### config.mk
export PLATFORM = sky130hd
export DESIGN_NAME = sysctl_top
export DESIGN_NICKNAME = d
export VERILOG_FILES = /design/src/rtl/sysctl_pkg.sv /design/src/rtl/sysctl_bus_if.sv /design/src/rtl/sysctl_priority.sv /design/src/rtl/sysctl_top.sv
export SDC_FILE = /design/constraint.sdc
export NUM_CORES = 1
export LEC_CHECK = 0
export ABC_AREA = 1
export BUFFER_PORTS_ARGS = -buffer_cell sky130_fd_sc_hd__buf_2
export CORE_ASPECT_RATIO = 0.7
export CORE_MARGIN = 1
export CORE_UTILIZATION = 53
export DETAILED_ROUTE_END_ITERATION = 8
export PLACE_DENSITY = 0.8
export RECOVER_POWER = 25
export SLEW_MARGIN = 20
export SYNTH_ARGS = -nofsm -noshare
export SYNTH_HDL_FRONTEND = slang
export SYNTH_HIERARCHICAL = 1
export SYNTH_SLANG_ARGS = --single-unit
### constraint.sdc
create_clock -name clk -period 1.4 [get_ports clk]
set_input_delay 0 -clock clk [delete_from_list [all_inputs] [get_ports clk]]
set_output_delay 0 -clock clk [all_outputs]
set_load 0.005 [all_outputs]
### src/rtl/sysctl_pkg.sv
package sysctl_pkg;
	// register byte offsets on the bus
	localparam logic [11:0] OFF_CFG_A     = 12'h000;
	localparam logic [11:0] OFF_CFG_B     = 12'h004;
	localparam logic [11:0] OFF_CFG_C     = 12'h008;
	localparam logic [11:0] OFF_PRI_SPI   = 12'h00c;
	localparam logic [11:0] OFF_PRI_SCI   = 12'h010;
	localparam logic [11:0] OFF_PRI_T1    = 12'h014;
	localparam logic [11:0] OFF_PRI_T2A   = 12'h018;
	localparam logic [11:0] OFF_PRI_ADC   = 12'h01c;
	localparam logic [11:0] OFF_STATUS    = 12'h020;
	localparam logic [11:0] OFF_VECTOR    = 12'h024;
	localparam logic [11:0] OFF_WAIT_CMD  = 12'h028;

	// protected-bit masks per register
	localparam logic [7:0] PROT_CFG_A = 8'h60;
	localparam logic [7:0] PROT_CFG_B = 8'h14;
	localparam logic [7:0] PROT_CFG_C = 8'hdb;
	localparam logic [7:0] PROT_SPI   = 8'he0;
	localparam logic [7:0] PROT_SCI   = 8'hf0;
	localparam logic [7:0] PROT_T1    = 8'hc0;
	localparam logic [7:0] PROT_T2A   = 8'hc0;
	localparam logic [7:0] PROT_ADC   = 8'he0;
	localparam logic [7:0] RESET_BYTE = 8'h00;

	// config c field positions
	localparam int CFG_LOCK_BIT   = 0;
	localparam int CFG_NMI_BIT    = 1;
	localparam int CFG_LPEN_BIT   = 6;
	localparam int CFG_DEPTH_BIT  = 7;

	localparam int NUM_IRQ = 10;
	localparam logic [15:0] VEC_BASE = 16'h7fec;
	localparam logic [15:0] VEC_NONE = 16'h0000;

	typedef enum logic [1:0] {
		PM_RUN   = 2'b00,
		PM_IDLE  = 2'b01,
		PM_LIGHT = 2'b10,
		PM_DEEP  = 2'b11
	} power_state_t;
endpackage

### src/rtl/sysctl_bus_if.sv
`timescale 1ns/100ps
`default_nettype none
interface sysctl_bus_if;
	logic        wr;
	logic [11:0] addr;
	logic [7:0]  wdata;
	logic        lock;
	modport ctrl (output wr, output addr, output wdata, input lock);
	modport regs (input wr, input addr, input wdata, output lock);
endinterface
`default_nettype wire

### src/rtl/sysctl_priority.sv
`timescale 1ns/100ps
`default_nettype none
module sysctl_priority
	import sysctl_pkg::*;
(
	// clock and reset
	input  wire logic                 clk,
	input  wire logic                 arst_n,
	// pending lines, bit 0 is reset group
	input  wire logic [NUM_IRQ-1:0]   pending,
	// winner
	output logic                      any,
	output logic [15:0]               vector
);
	import sysctl_pkg::*;

	logic [15:0] next_vector;
	logic        next_any;

	// lowest index wins: priority 1 at bit 0
	always_comb begin
		next_vector = VEC_NONE;
		next_any    = 1'b0;
		for (int i = NUM_IRQ - 1; i >= 0; i--) begin
			if (pending[i]) begin
				next_any    = 1'b1;
				next_vector = VEC_BASE + 16'((NUM_IRQ - 1 - i) * 2);
			end
		end
	end

	always_ff @(posedge clk or negedge arst_n) begin
		if (!arst_n) begin
			any    <= 1'b0;
			vector <= VEC_NONE;
		end else begin
			any    <= next_any;
			vector <= next_vector;
		end
	end
endmodule
`default_nettype wire

### src/rtl/sysctl_top.sv
`timescale 1ns/100ps
`default_nettype none
// Overview of operation
// - reset, ext a/b/c, spi vectors ranked
// - timer one sources share vector 7ff4
// - receive full or break raises receive irq
// - transmit empty raises transmit irq
// - timer 2a and converter at lowest ranks
// - reset starts privileged, all bits writable
// - lock bit set enters nonprivileged mode
// - system config protected bits blocked when locked
// - peripheral priority/suspend/test bits blocked when locked
// - high voltage after reset enters override
// - wait with enable enters low power
// - light sleep keeps oscillator and timer one
// - light sleep wakes on listed sources
// - reset, ext, receive wake both depths
// - timer one wakes light sleep only
// - build option disables low power
// - deep sleep stops clocks; else idle
// - disabled option ignores selects, always idle
// - hard watchdog forces ext a nonmaskable in light or deep sleep
module sysctl_top
	import sysctl_pkg::*;
#(
	parameter bit LOWPOWER_DISABLED = 1'b0
) (
	// clock and reset
	input  wire logic        clk,
	input  wire logic        arst_n,
	// apb slave
	input  wire logic        psel,
	input  wire logic        penable,
	input  wire logic        pwrite,
	input  wire logic [11:0] paddr,
	input  wire logic [31:0] pwdata,
	output logic             pready,
	output logic             pslverr,
	output logic [31:0]      prdata,
	// pins
	input  wire logic        mode_control_pin_hv,
	input  wire logic        ext_irq_a,
	input  wire logic        ext_irq_b,
	input  wire logic        ext_irq_c,
	input  wire logic        serial_rx_pin,
	input  wire logic        hard_watchdog_mode,
	// peripheral flags
	input  wire logic        reset_group_irq,
	input  wire logic        serial_periph_irq,
	input  wire logic [5:0]  timer_one_sources,
	input  wire logic        receive_full_flag,
	input  wire logic        break_detect_flag,
	input  wire logic        transmit_empty_flag,
	input  wire logic [5:0]  timer_twoa_sources,
	input  wire logic        converter_done_irq,
	// cpu side
	input  wire logic        wait_instr,
	output logic             irq_any,
	output logic [15:0]      irq_vector,
	output logic             ext_irq_a_nonmaskable,
	output logic             eeprom_protect_override,
	output logic             cpu_halted,
	output logic             periph_clk_en,
	output logic             timer_one_clk_en,
	output logic             osc_run
);
	import sysctl_pkg::*;

	sysctl_bus_if bus ();

	power_state_t pstate;
	logic [7:0] cfg_a, cfg_b, cfg_c, pri_spi, pri_sci, pri_t1, pri_t2a, pri_adc;
	logic [1:0] ea_s, eb_s, ec_s;
	logic [1:0] rx_s, hv_s;
	logic       hv_ok;
	logic       timer_one_irq, serial_receive_irq, serial_transmit_irq, timer_twoa_irq;
	logic [NUM_IRQ-1:0] pending;
	logic       wake_any, wake_deep;

	// write merge that keeps protected bits when locked
	function automatic logic [7:0] merge(input logic [7:0] old, input logic [7:0] nw,
			input logic [7:0] prot, input logic locked);
		merge = locked ? ((old & prot) | (nw & ~prot)) : nw;
	endfunction

	// pins except hard_watchdog_mode pass two flops before use
	always_ff @(posedge clk or negedge arst_n) begin
		if (!arst_n) begin
			ea_s <= 2'h0;
			eb_s <= 2'h0;
			ec_s <= 2'h0;
			rx_s <= 2'h3;
			// starts high: a level held through release must be seen low first
			hv_s <= 2'h3;
		end else begin
			ea_s <= {ea_s[0], ext_irq_a};
			eb_s <= {eb_s[0], ext_irq_b};
			ec_s <= {ec_s[0], ext_irq_c};
			rx_s <= {rx_s[0], serial_rx_pin};
			hv_s <= {hv_s[0], mode_control_pin_hv};
		end
	end

	assign timer_one_irq       = |timer_one_sources;
	assign serial_receive_irq  = receive_full_flag | break_detect_flag;
	assign serial_transmit_irq = transmit_empty_flag;
	assign timer_twoa_irq      = |timer_twoa_sources;

	assign pending = {converter_done_irq, timer_twoa_irq, serial_transmit_irq,
		serial_receive_irq, timer_one_irq, serial_periph_irq,
		ec_s[1], eb_s[1], ea_s[1], reset_group_irq};

	sysctl_priority u_prio (
		.clk     (clk),
		.arst_n  (arst_n),
		.pending (pending),
		.any     (irq_any),
		.vector  (irq_vector)
	);

	// apb front end, zero wait states
	assign pready     = 1'b1;
	assign bus.wr     = psel && penable && pwrite;
	assign bus.addr   = paddr;
	assign bus.wdata  = pwdata[7:0];

	always_ff @(posedge clk or negedge arst_n) begin
		if (!arst_n) begin
			pslverr <= 1'b0;
		end else begin
			pslverr <= 1'b0;
		end
	end

	// reset leaves all config cleared and unlocked
	always_ff @(posedge clk or negedge arst_n) begin
		if (!arst_n) begin
			cfg_a   <= RESET_BYTE;
			cfg_b   <= RESET_BYTE;
			cfg_c   <= RESET_BYTE;
			pri_spi <= RESET_BYTE;
			pri_sci <= RESET_BYTE;
			pri_t1  <= RESET_BYTE;
			pri_t2a <= RESET_BYTE;
			pri_adc <= RESET_BYTE;
		end else if (bus.wr) begin
			unique case (bus.addr)
				OFF_CFG_A: cfg_a <= merge(cfg_a, bus.wdata, PROT_CFG_A, bus.lock);
				OFF_CFG_B: cfg_b <= merge(cfg_b, bus.wdata, PROT_CFG_B, bus.lock);
				OFF_CFG_C: begin
					cfg_c <= merge(cfg_c, bus.wdata, PROT_CFG_C, bus.lock);
					if (bus.lock)
						cfg_c[CFG_LOCK_BIT] <= 1'b1;
					if (LOWPOWER_DISABLED) begin
						cfg_c[CFG_LPEN_BIT]  <= 1'b0;
						cfg_c[CFG_DEPTH_BIT] <= 1'b0;
					end
				end
				OFF_PRI_SPI: pri_spi <= merge(pri_spi, bus.wdata, PROT_SPI, bus.lock);
				OFF_PRI_SCI: pri_sci <= merge(pri_sci, bus.wdata, PROT_SCI, bus.lock);
				OFF_PRI_T1:  pri_t1  <= merge(pri_t1, bus.wdata, PROT_T1, bus.lock);
				OFF_PRI_T2A: pri_t2a <= merge(pri_t2a, bus.wdata, PROT_T2A, bus.lock);
				OFF_PRI_ADC: pri_adc <= merge(pri_adc, bus.wdata, PROT_ADC, bus.lock);
				default: ;
			endcase
		end
	end

	assign bus.lock = cfg_c[CFG_LOCK_BIT];

	// read mux from flops
	always_ff @(posedge clk or negedge arst_n) begin
		if (!arst_n) begin
			prdata <= 32'h0;
		end else if (psel && !penable && !pwrite) begin
			unique case (paddr)
				OFF_CFG_A:   prdata <= {24'h0, cfg_a};
				OFF_CFG_B:   prdata <= {24'h0, cfg_b};
				OFF_CFG_C:   prdata <= {24'h0, cfg_c};
				OFF_PRI_SPI: prdata <= {24'h0, pri_spi};
				OFF_PRI_SCI: prdata <= {24'h0, pri_sci};
				OFF_PRI_T1:  prdata <= {24'h0, pri_t1};
				OFF_PRI_T2A: prdata <= {24'h0, pri_t2a};
				OFF_PRI_ADC: prdata <= {24'h0, pri_adc};
				OFF_STATUS:  prdata <= {26'h0, pstate, eeprom_protect_override,
					bus.lock, irq_any, 1'b0};
				OFF_VECTOR:  prdata <= {16'h0, irq_vector};
				default:     prdata <= 32'h0;
			endcase
		end
	end

	// override only after reset release; drops with voltage
	always_ff @(posedge clk or negedge arst_n) begin
		if (!arst_n) begin
			hv_ok                   <= 1'b0;
			eeprom_protect_override <= 1'b0;
		end else begin
			// level present through release is not accepted until it drops once
			if (!hv_s[1])
				hv_ok <= 1'b1;
			eeprom_protect_override <= hv_ok && hv_s[1];
		end
	end

	// reset, ext, receive-pin-low wake any depth
	assign wake_deep = reset_group_irq | ea_s[1] | eb_s[1] | ec_s[1] | !rx_s[1]
		| serial_receive_irq;
	// light sleep also wakes on timer one; deep does not
	assign wake_any  = wake_deep | timer_one_irq;

	// wait instruction enters low power; option; idle otherwise
	always_ff @(posedge clk or negedge arst_n) begin
		if (!arst_n) begin
			pstate <= PM_RUN;
		end else begin
			unique case (pstate)
				PM_RUN: begin
					if (wait_instr) begin
						if (LOWPOWER_DISABLED || !cfg_c[CFG_LPEN_BIT])
							pstate <= PM_IDLE;
						else if (cfg_c[CFG_DEPTH_BIT])
							pstate <= PM_DEEP;
						else
							pstate <= PM_LIGHT;
					end
				end
				PM_IDLE:  if (irq_any) pstate <= PM_RUN;
				PM_LIGHT: if (wake_any) pstate <= PM_RUN;
				PM_DEEP:  if (wake_deep) pstate <= PM_RUN;
			endcase
		end
	end

	// light keeps oscillator and timer one; deep stops all
	assign cpu_halted       = (pstate != PM_RUN);
	assign periph_clk_en    = (pstate == PM_RUN) || (pstate == PM_IDLE);
	assign timer_one_clk_en = (pstate != PM_DEEP);
	assign osc_run          = (pstate != PM_DEEP);

	// hard watchdog forces nonmaskable in low power
	assign ext_irq_a_nonmaskable = cfg_c[CFG_NMI_BIT]
		|| (hard_watchdog_mode && (pstate == PM_LIGHT || pstate == PM_DEEP));
endmodule
`default_nettype wire

==> metrics.log <==
INFO  metric wl_per_cell = 14.93 um
INFO  metric vdd_drop_max = 635.3 uV
INFO  metric clock_tree.root_cell = sky130_fd_sc_hd__clkbuf_16
INFO  metric worstSetupPathType = reg -> reg
INFO  metric vias = 4475
INFO  metric tritoncts_num_sinks = 99
INFO  metric grt.total_usage = 26.60%
INFO  metric timing.final.crit_share = 92.44%
INFO  metric io_buffer_count = 86
INFO  metric place_ws = 0.04930 ns
INFO  metric post_synth_instance_area = 0.004961 mm2
INFO  metric synthCells = 605
INFO  metric finish.instance_area = 0.005849 mm2
INFO  metric slew_headroom = 46.64%
INFO  metric final_critical_path_setup_slack = 0.1059 ns
INFO  metric synth.top_cell.area_share = 47.92%
INFO  metric drt_iter0_markers = 399
INFO  metric synth_seq_area_share = 50.04%
INFO  metric final_max_slew_viol_count = 0
INFO  metric floorplan.io_pins = 131
INFO  metric fp.dieArea = 0.009757 mm2
INFO  metric final_util = 64.48%
INFO  metric vias_in_the_first_global_route = 4133
INFO  metric hold_viol_final = 0
INFO  metric syn2layout_area_growth = 17.91%
INFO  metric die_w = 117.6 um
INFO  metric worst_skew_late_latency = 0.35 ns
INFO  metric detail-route-antenna-nets = 0
INFO  metric biggest_area_contributors_in_the_synthesized_netlist = sky130_fd_sc_hd__dfrtp_1, sky130_fd_sc_hd__nand2_1, sky130_fd_sc_hd__nand3_1, sky130_fd_sc_hd__buf_4, sky130_fd_sc_hd__o21ai_0
INFO  metric core.rowCount = 29
INFO  metric clk_transition_reported_paths = 0.06 ns
INFO  metric maximum_number_of_pins_on_one_net_before_global_route_repair = 37
INFO  metric final.fill_count = 759
INFO  metric htree_levels = 3
INFO  metric synthesis.area_per_instance = 8.200 um2
INFO  metric max_clock_freq = 772.7 MHz
INFO  metric timing.hold.worst.class = in -> reg
INFO  metric die-height = 82.95 um
INFO  metric cp.required = 1.66 ns
INFO  metric hpwlAfterDp = 8.947 mm
INFO  metric initial_antenna_violation_count = 0
INFO  metric routed_via_density = 5.405
INFO  metric routabilityCongestion = 0.8997
INFO  metric timing.critical_path.from_type = flop
INFO  metric overflow = 0
INFO  metric clockBufferDepth = 2
INFO  metric tightest_slew = 0.8004 ns
INFO  metric timing.hold.ws = 0.03275 ns
INFO  metric power.leakage = 2.976 nW
INFO  metric placement.cell_area = 0.005480 mm2
INFO  metric drc_errors = 1
INFO  metric wirelength = 12.36 mm
INFO  metric biggest_area_consumer_among_synthesized_cells = sky130_fd_sc_hd__dfrtp_1
INFO  metric max-cap-violations = 0
INFO  metric fin_crit_period = 1.294 ns
INFO  metric unrepaired_setup_endpoints_after_global_routing = false
INFO  metric post_cts.repair.setup_buffers = 0
INFO  metric critical_path.max_fanout = 5
INFO  metric grt_first_pass_wirelength = 20.21 mm
INFO  metric insertedDiodeCount = 0
INFO  metric tritoncts = yes
INFO  metric power.density = 984.0 mW/mm2
INFO  metric status = finished, violations left
INFO  metric synth-warning-count = 6
INFO  metric skew = 0.007071 ns
INFO  metric setup-violations-final = 0
INFO  metric cp.arrival = 1.56 ns
INFO  metric setup_tns = 0 ns
INFO  metric failed_checks = design-rule violations
INFO  metric dr.pass1.iters = 7
INFO  metric ys_ff_latch = 99
INFO  metric cts_buffers = 9
INFO  metric ys_types = 33
INFO  metric core-area = 0.009071 mm2
INFO  metric initial_utilization = 54.69%
INFO  metric post_route_cells_drive_above_1_share = 22.02%
INFO  metric critPathCaptureType = flop
INFO  metric finalNetCount = 775
-- placed cells by master (no fill, tap or decap), drive strengths merged --
master | Yosys | final
nand2 | 160 | 160
a21oi | 2 | 2
nor4 | 3 | 3
nand3 | 104 | 104
a21o | 1 | 1
clkinvlp | 0 | 2
dfrtp | 95 | 95
dlygate4sd3 | 0 | 10
conb | 3 | 20
or2 | 1 | 1
nor2 | 55 | 55
nor3 | 1 | 1
clkbuf | 1 | 14
inv | 42 | 42
clkinv | 2 | 2
dfstp | 4 | 4
o21ai | 73 | 73
nand4 | 9 | 9
a211oi | 1 | 1
buf | 47 | 104
nand3b | 1 | 1
-- per-stage QoR --
step                      total power, mW  std cells
after floorplan                     3.270        622
after global placement              3.484        804
after detailed placement            3.505        804
after CTS                           5.784        828
after global routing                5.967        828
final                               5.756        828
-- final timing paths --
check | slack (ns) | start | depth (start not counted) | to
setup / recovery | 0.11 | pstate[0] | 7 | pstate[0]
hold reg to reg | 0.36 | rx_s[0] | 0 | rx_s[1]
hold / removal | 0.03 | pwdata[4] | 3 | pri_t2a[4]
setup reg to reg | 0.11 | pstate[0] | 7 | pstate[0]
max in group asynchronous | 0.46 | arst_n | 3 | rx_s[1]
min in group asynchronous | 0.29 | arst_n | 2 | pri_sci[7]
-- timing repair --
item                                   CTS  global route
endpoints found under the hold margin  107             2
gates resized for setup                  0             1
setup endpoints to repair                0             7
hold buffers                            10             1
-- kinds of logic (layout without fill, tap and decap cells) --
logic type	after synthesis	count (layout)	synth area share (%)
buffers and inverters	92	174	10.32
other	3	20	0.2270
DFF	99	99	50.04
and+or+nand+nor	334	334	31.55
AOI/OAI and AO/OA	77	77	7.869
-- critical path: stages (launching register included) --
cell	delay [ns]
sky130_fd_sc_hd__dfrtp_1	0.43
sky130_fd_sc_hd__inv_1	0.16
sky130_fd_sc_hd__nor2_1	0.06
sky130_fd_sc_hd__nor2_1	0.13
sky130_fd_sc_hd__nor2_1	0.08
sky130_fd_sc_hd__nor2_1	0.19
sky130_fd_sc_hd__nand2_1	0.07
sky130_fd_sc_hd__o21ai_0	0.08
-- metal layers --
metal  wire (um)  global-route usage, %  vias up
met2        5674                  40.96      206
met1        5402                  36.18     2126
met5           0                      0        -
met4         159                  7.226        0
li1            -                      -     2125
met3        1124                  8.723       18
-- where the power goes --
group	leakage [nW]	total [mW]	internal, mW	switching [mW]
sequential	1.32	2.97	2.91	0.0535
clock	0.131	2.26	1.28	0.984
combinational	1.52	0.526	0.184	0.342
-- flip-flops by register name, indices dropped and copies added (netlist names) --
| name | count |
|---|---|
| cfg_a | 8 |
| cfg_b | 8 |
| cfg_c | 8 |
| ea_s | 2 |
| eb_s | 2 |
| ec_s | 2 |
| eeprom_protect_override | 1 |
| hv_ok | 1 |
| hv_s | 2 |
| prdata | 16 |
| pri_adc | 8 |
| pri_sci | 8 |
| pri_spi | 8 |
| pri_t1 | 8 |
| pri_t2a | 8 |
| pstate | 2 |
| rx_s | 2 |
| u_prio/vector | 5 |
-- area by class of cell --
cell class | instances | area [um2] | share of cell area (%)
Sequential cell | 99 | 2482 | 42.44
Multi-Input combinational cell | 431 | 2031 | 34.72
Timing Repair Buffer | 116 | 742.0 | 12.68
Clock buffer | 12 | 256.5 | 4.385
Inverter | 44 | 170.2 | 2.909
Tap cell | 124 | 155.1 | 2.652
Clock inverter | 2 | 12.51 | 0.2139
-- cells in the mapped netlist (all sizes together) --
master and number:
nand3b 1, conb 3, nand2 160, buf 47, a211oi 1, a21o 1, nor3 1, nand4 9
o21ai 73, dfrtp 95, dfstp 4, a21oi 2, inv 42, nor2 55, nor4 3, clkinv 2
nand3 104, or2 1, clkbuf 1
Note: power is estimated with default switching activity, not from simulation.
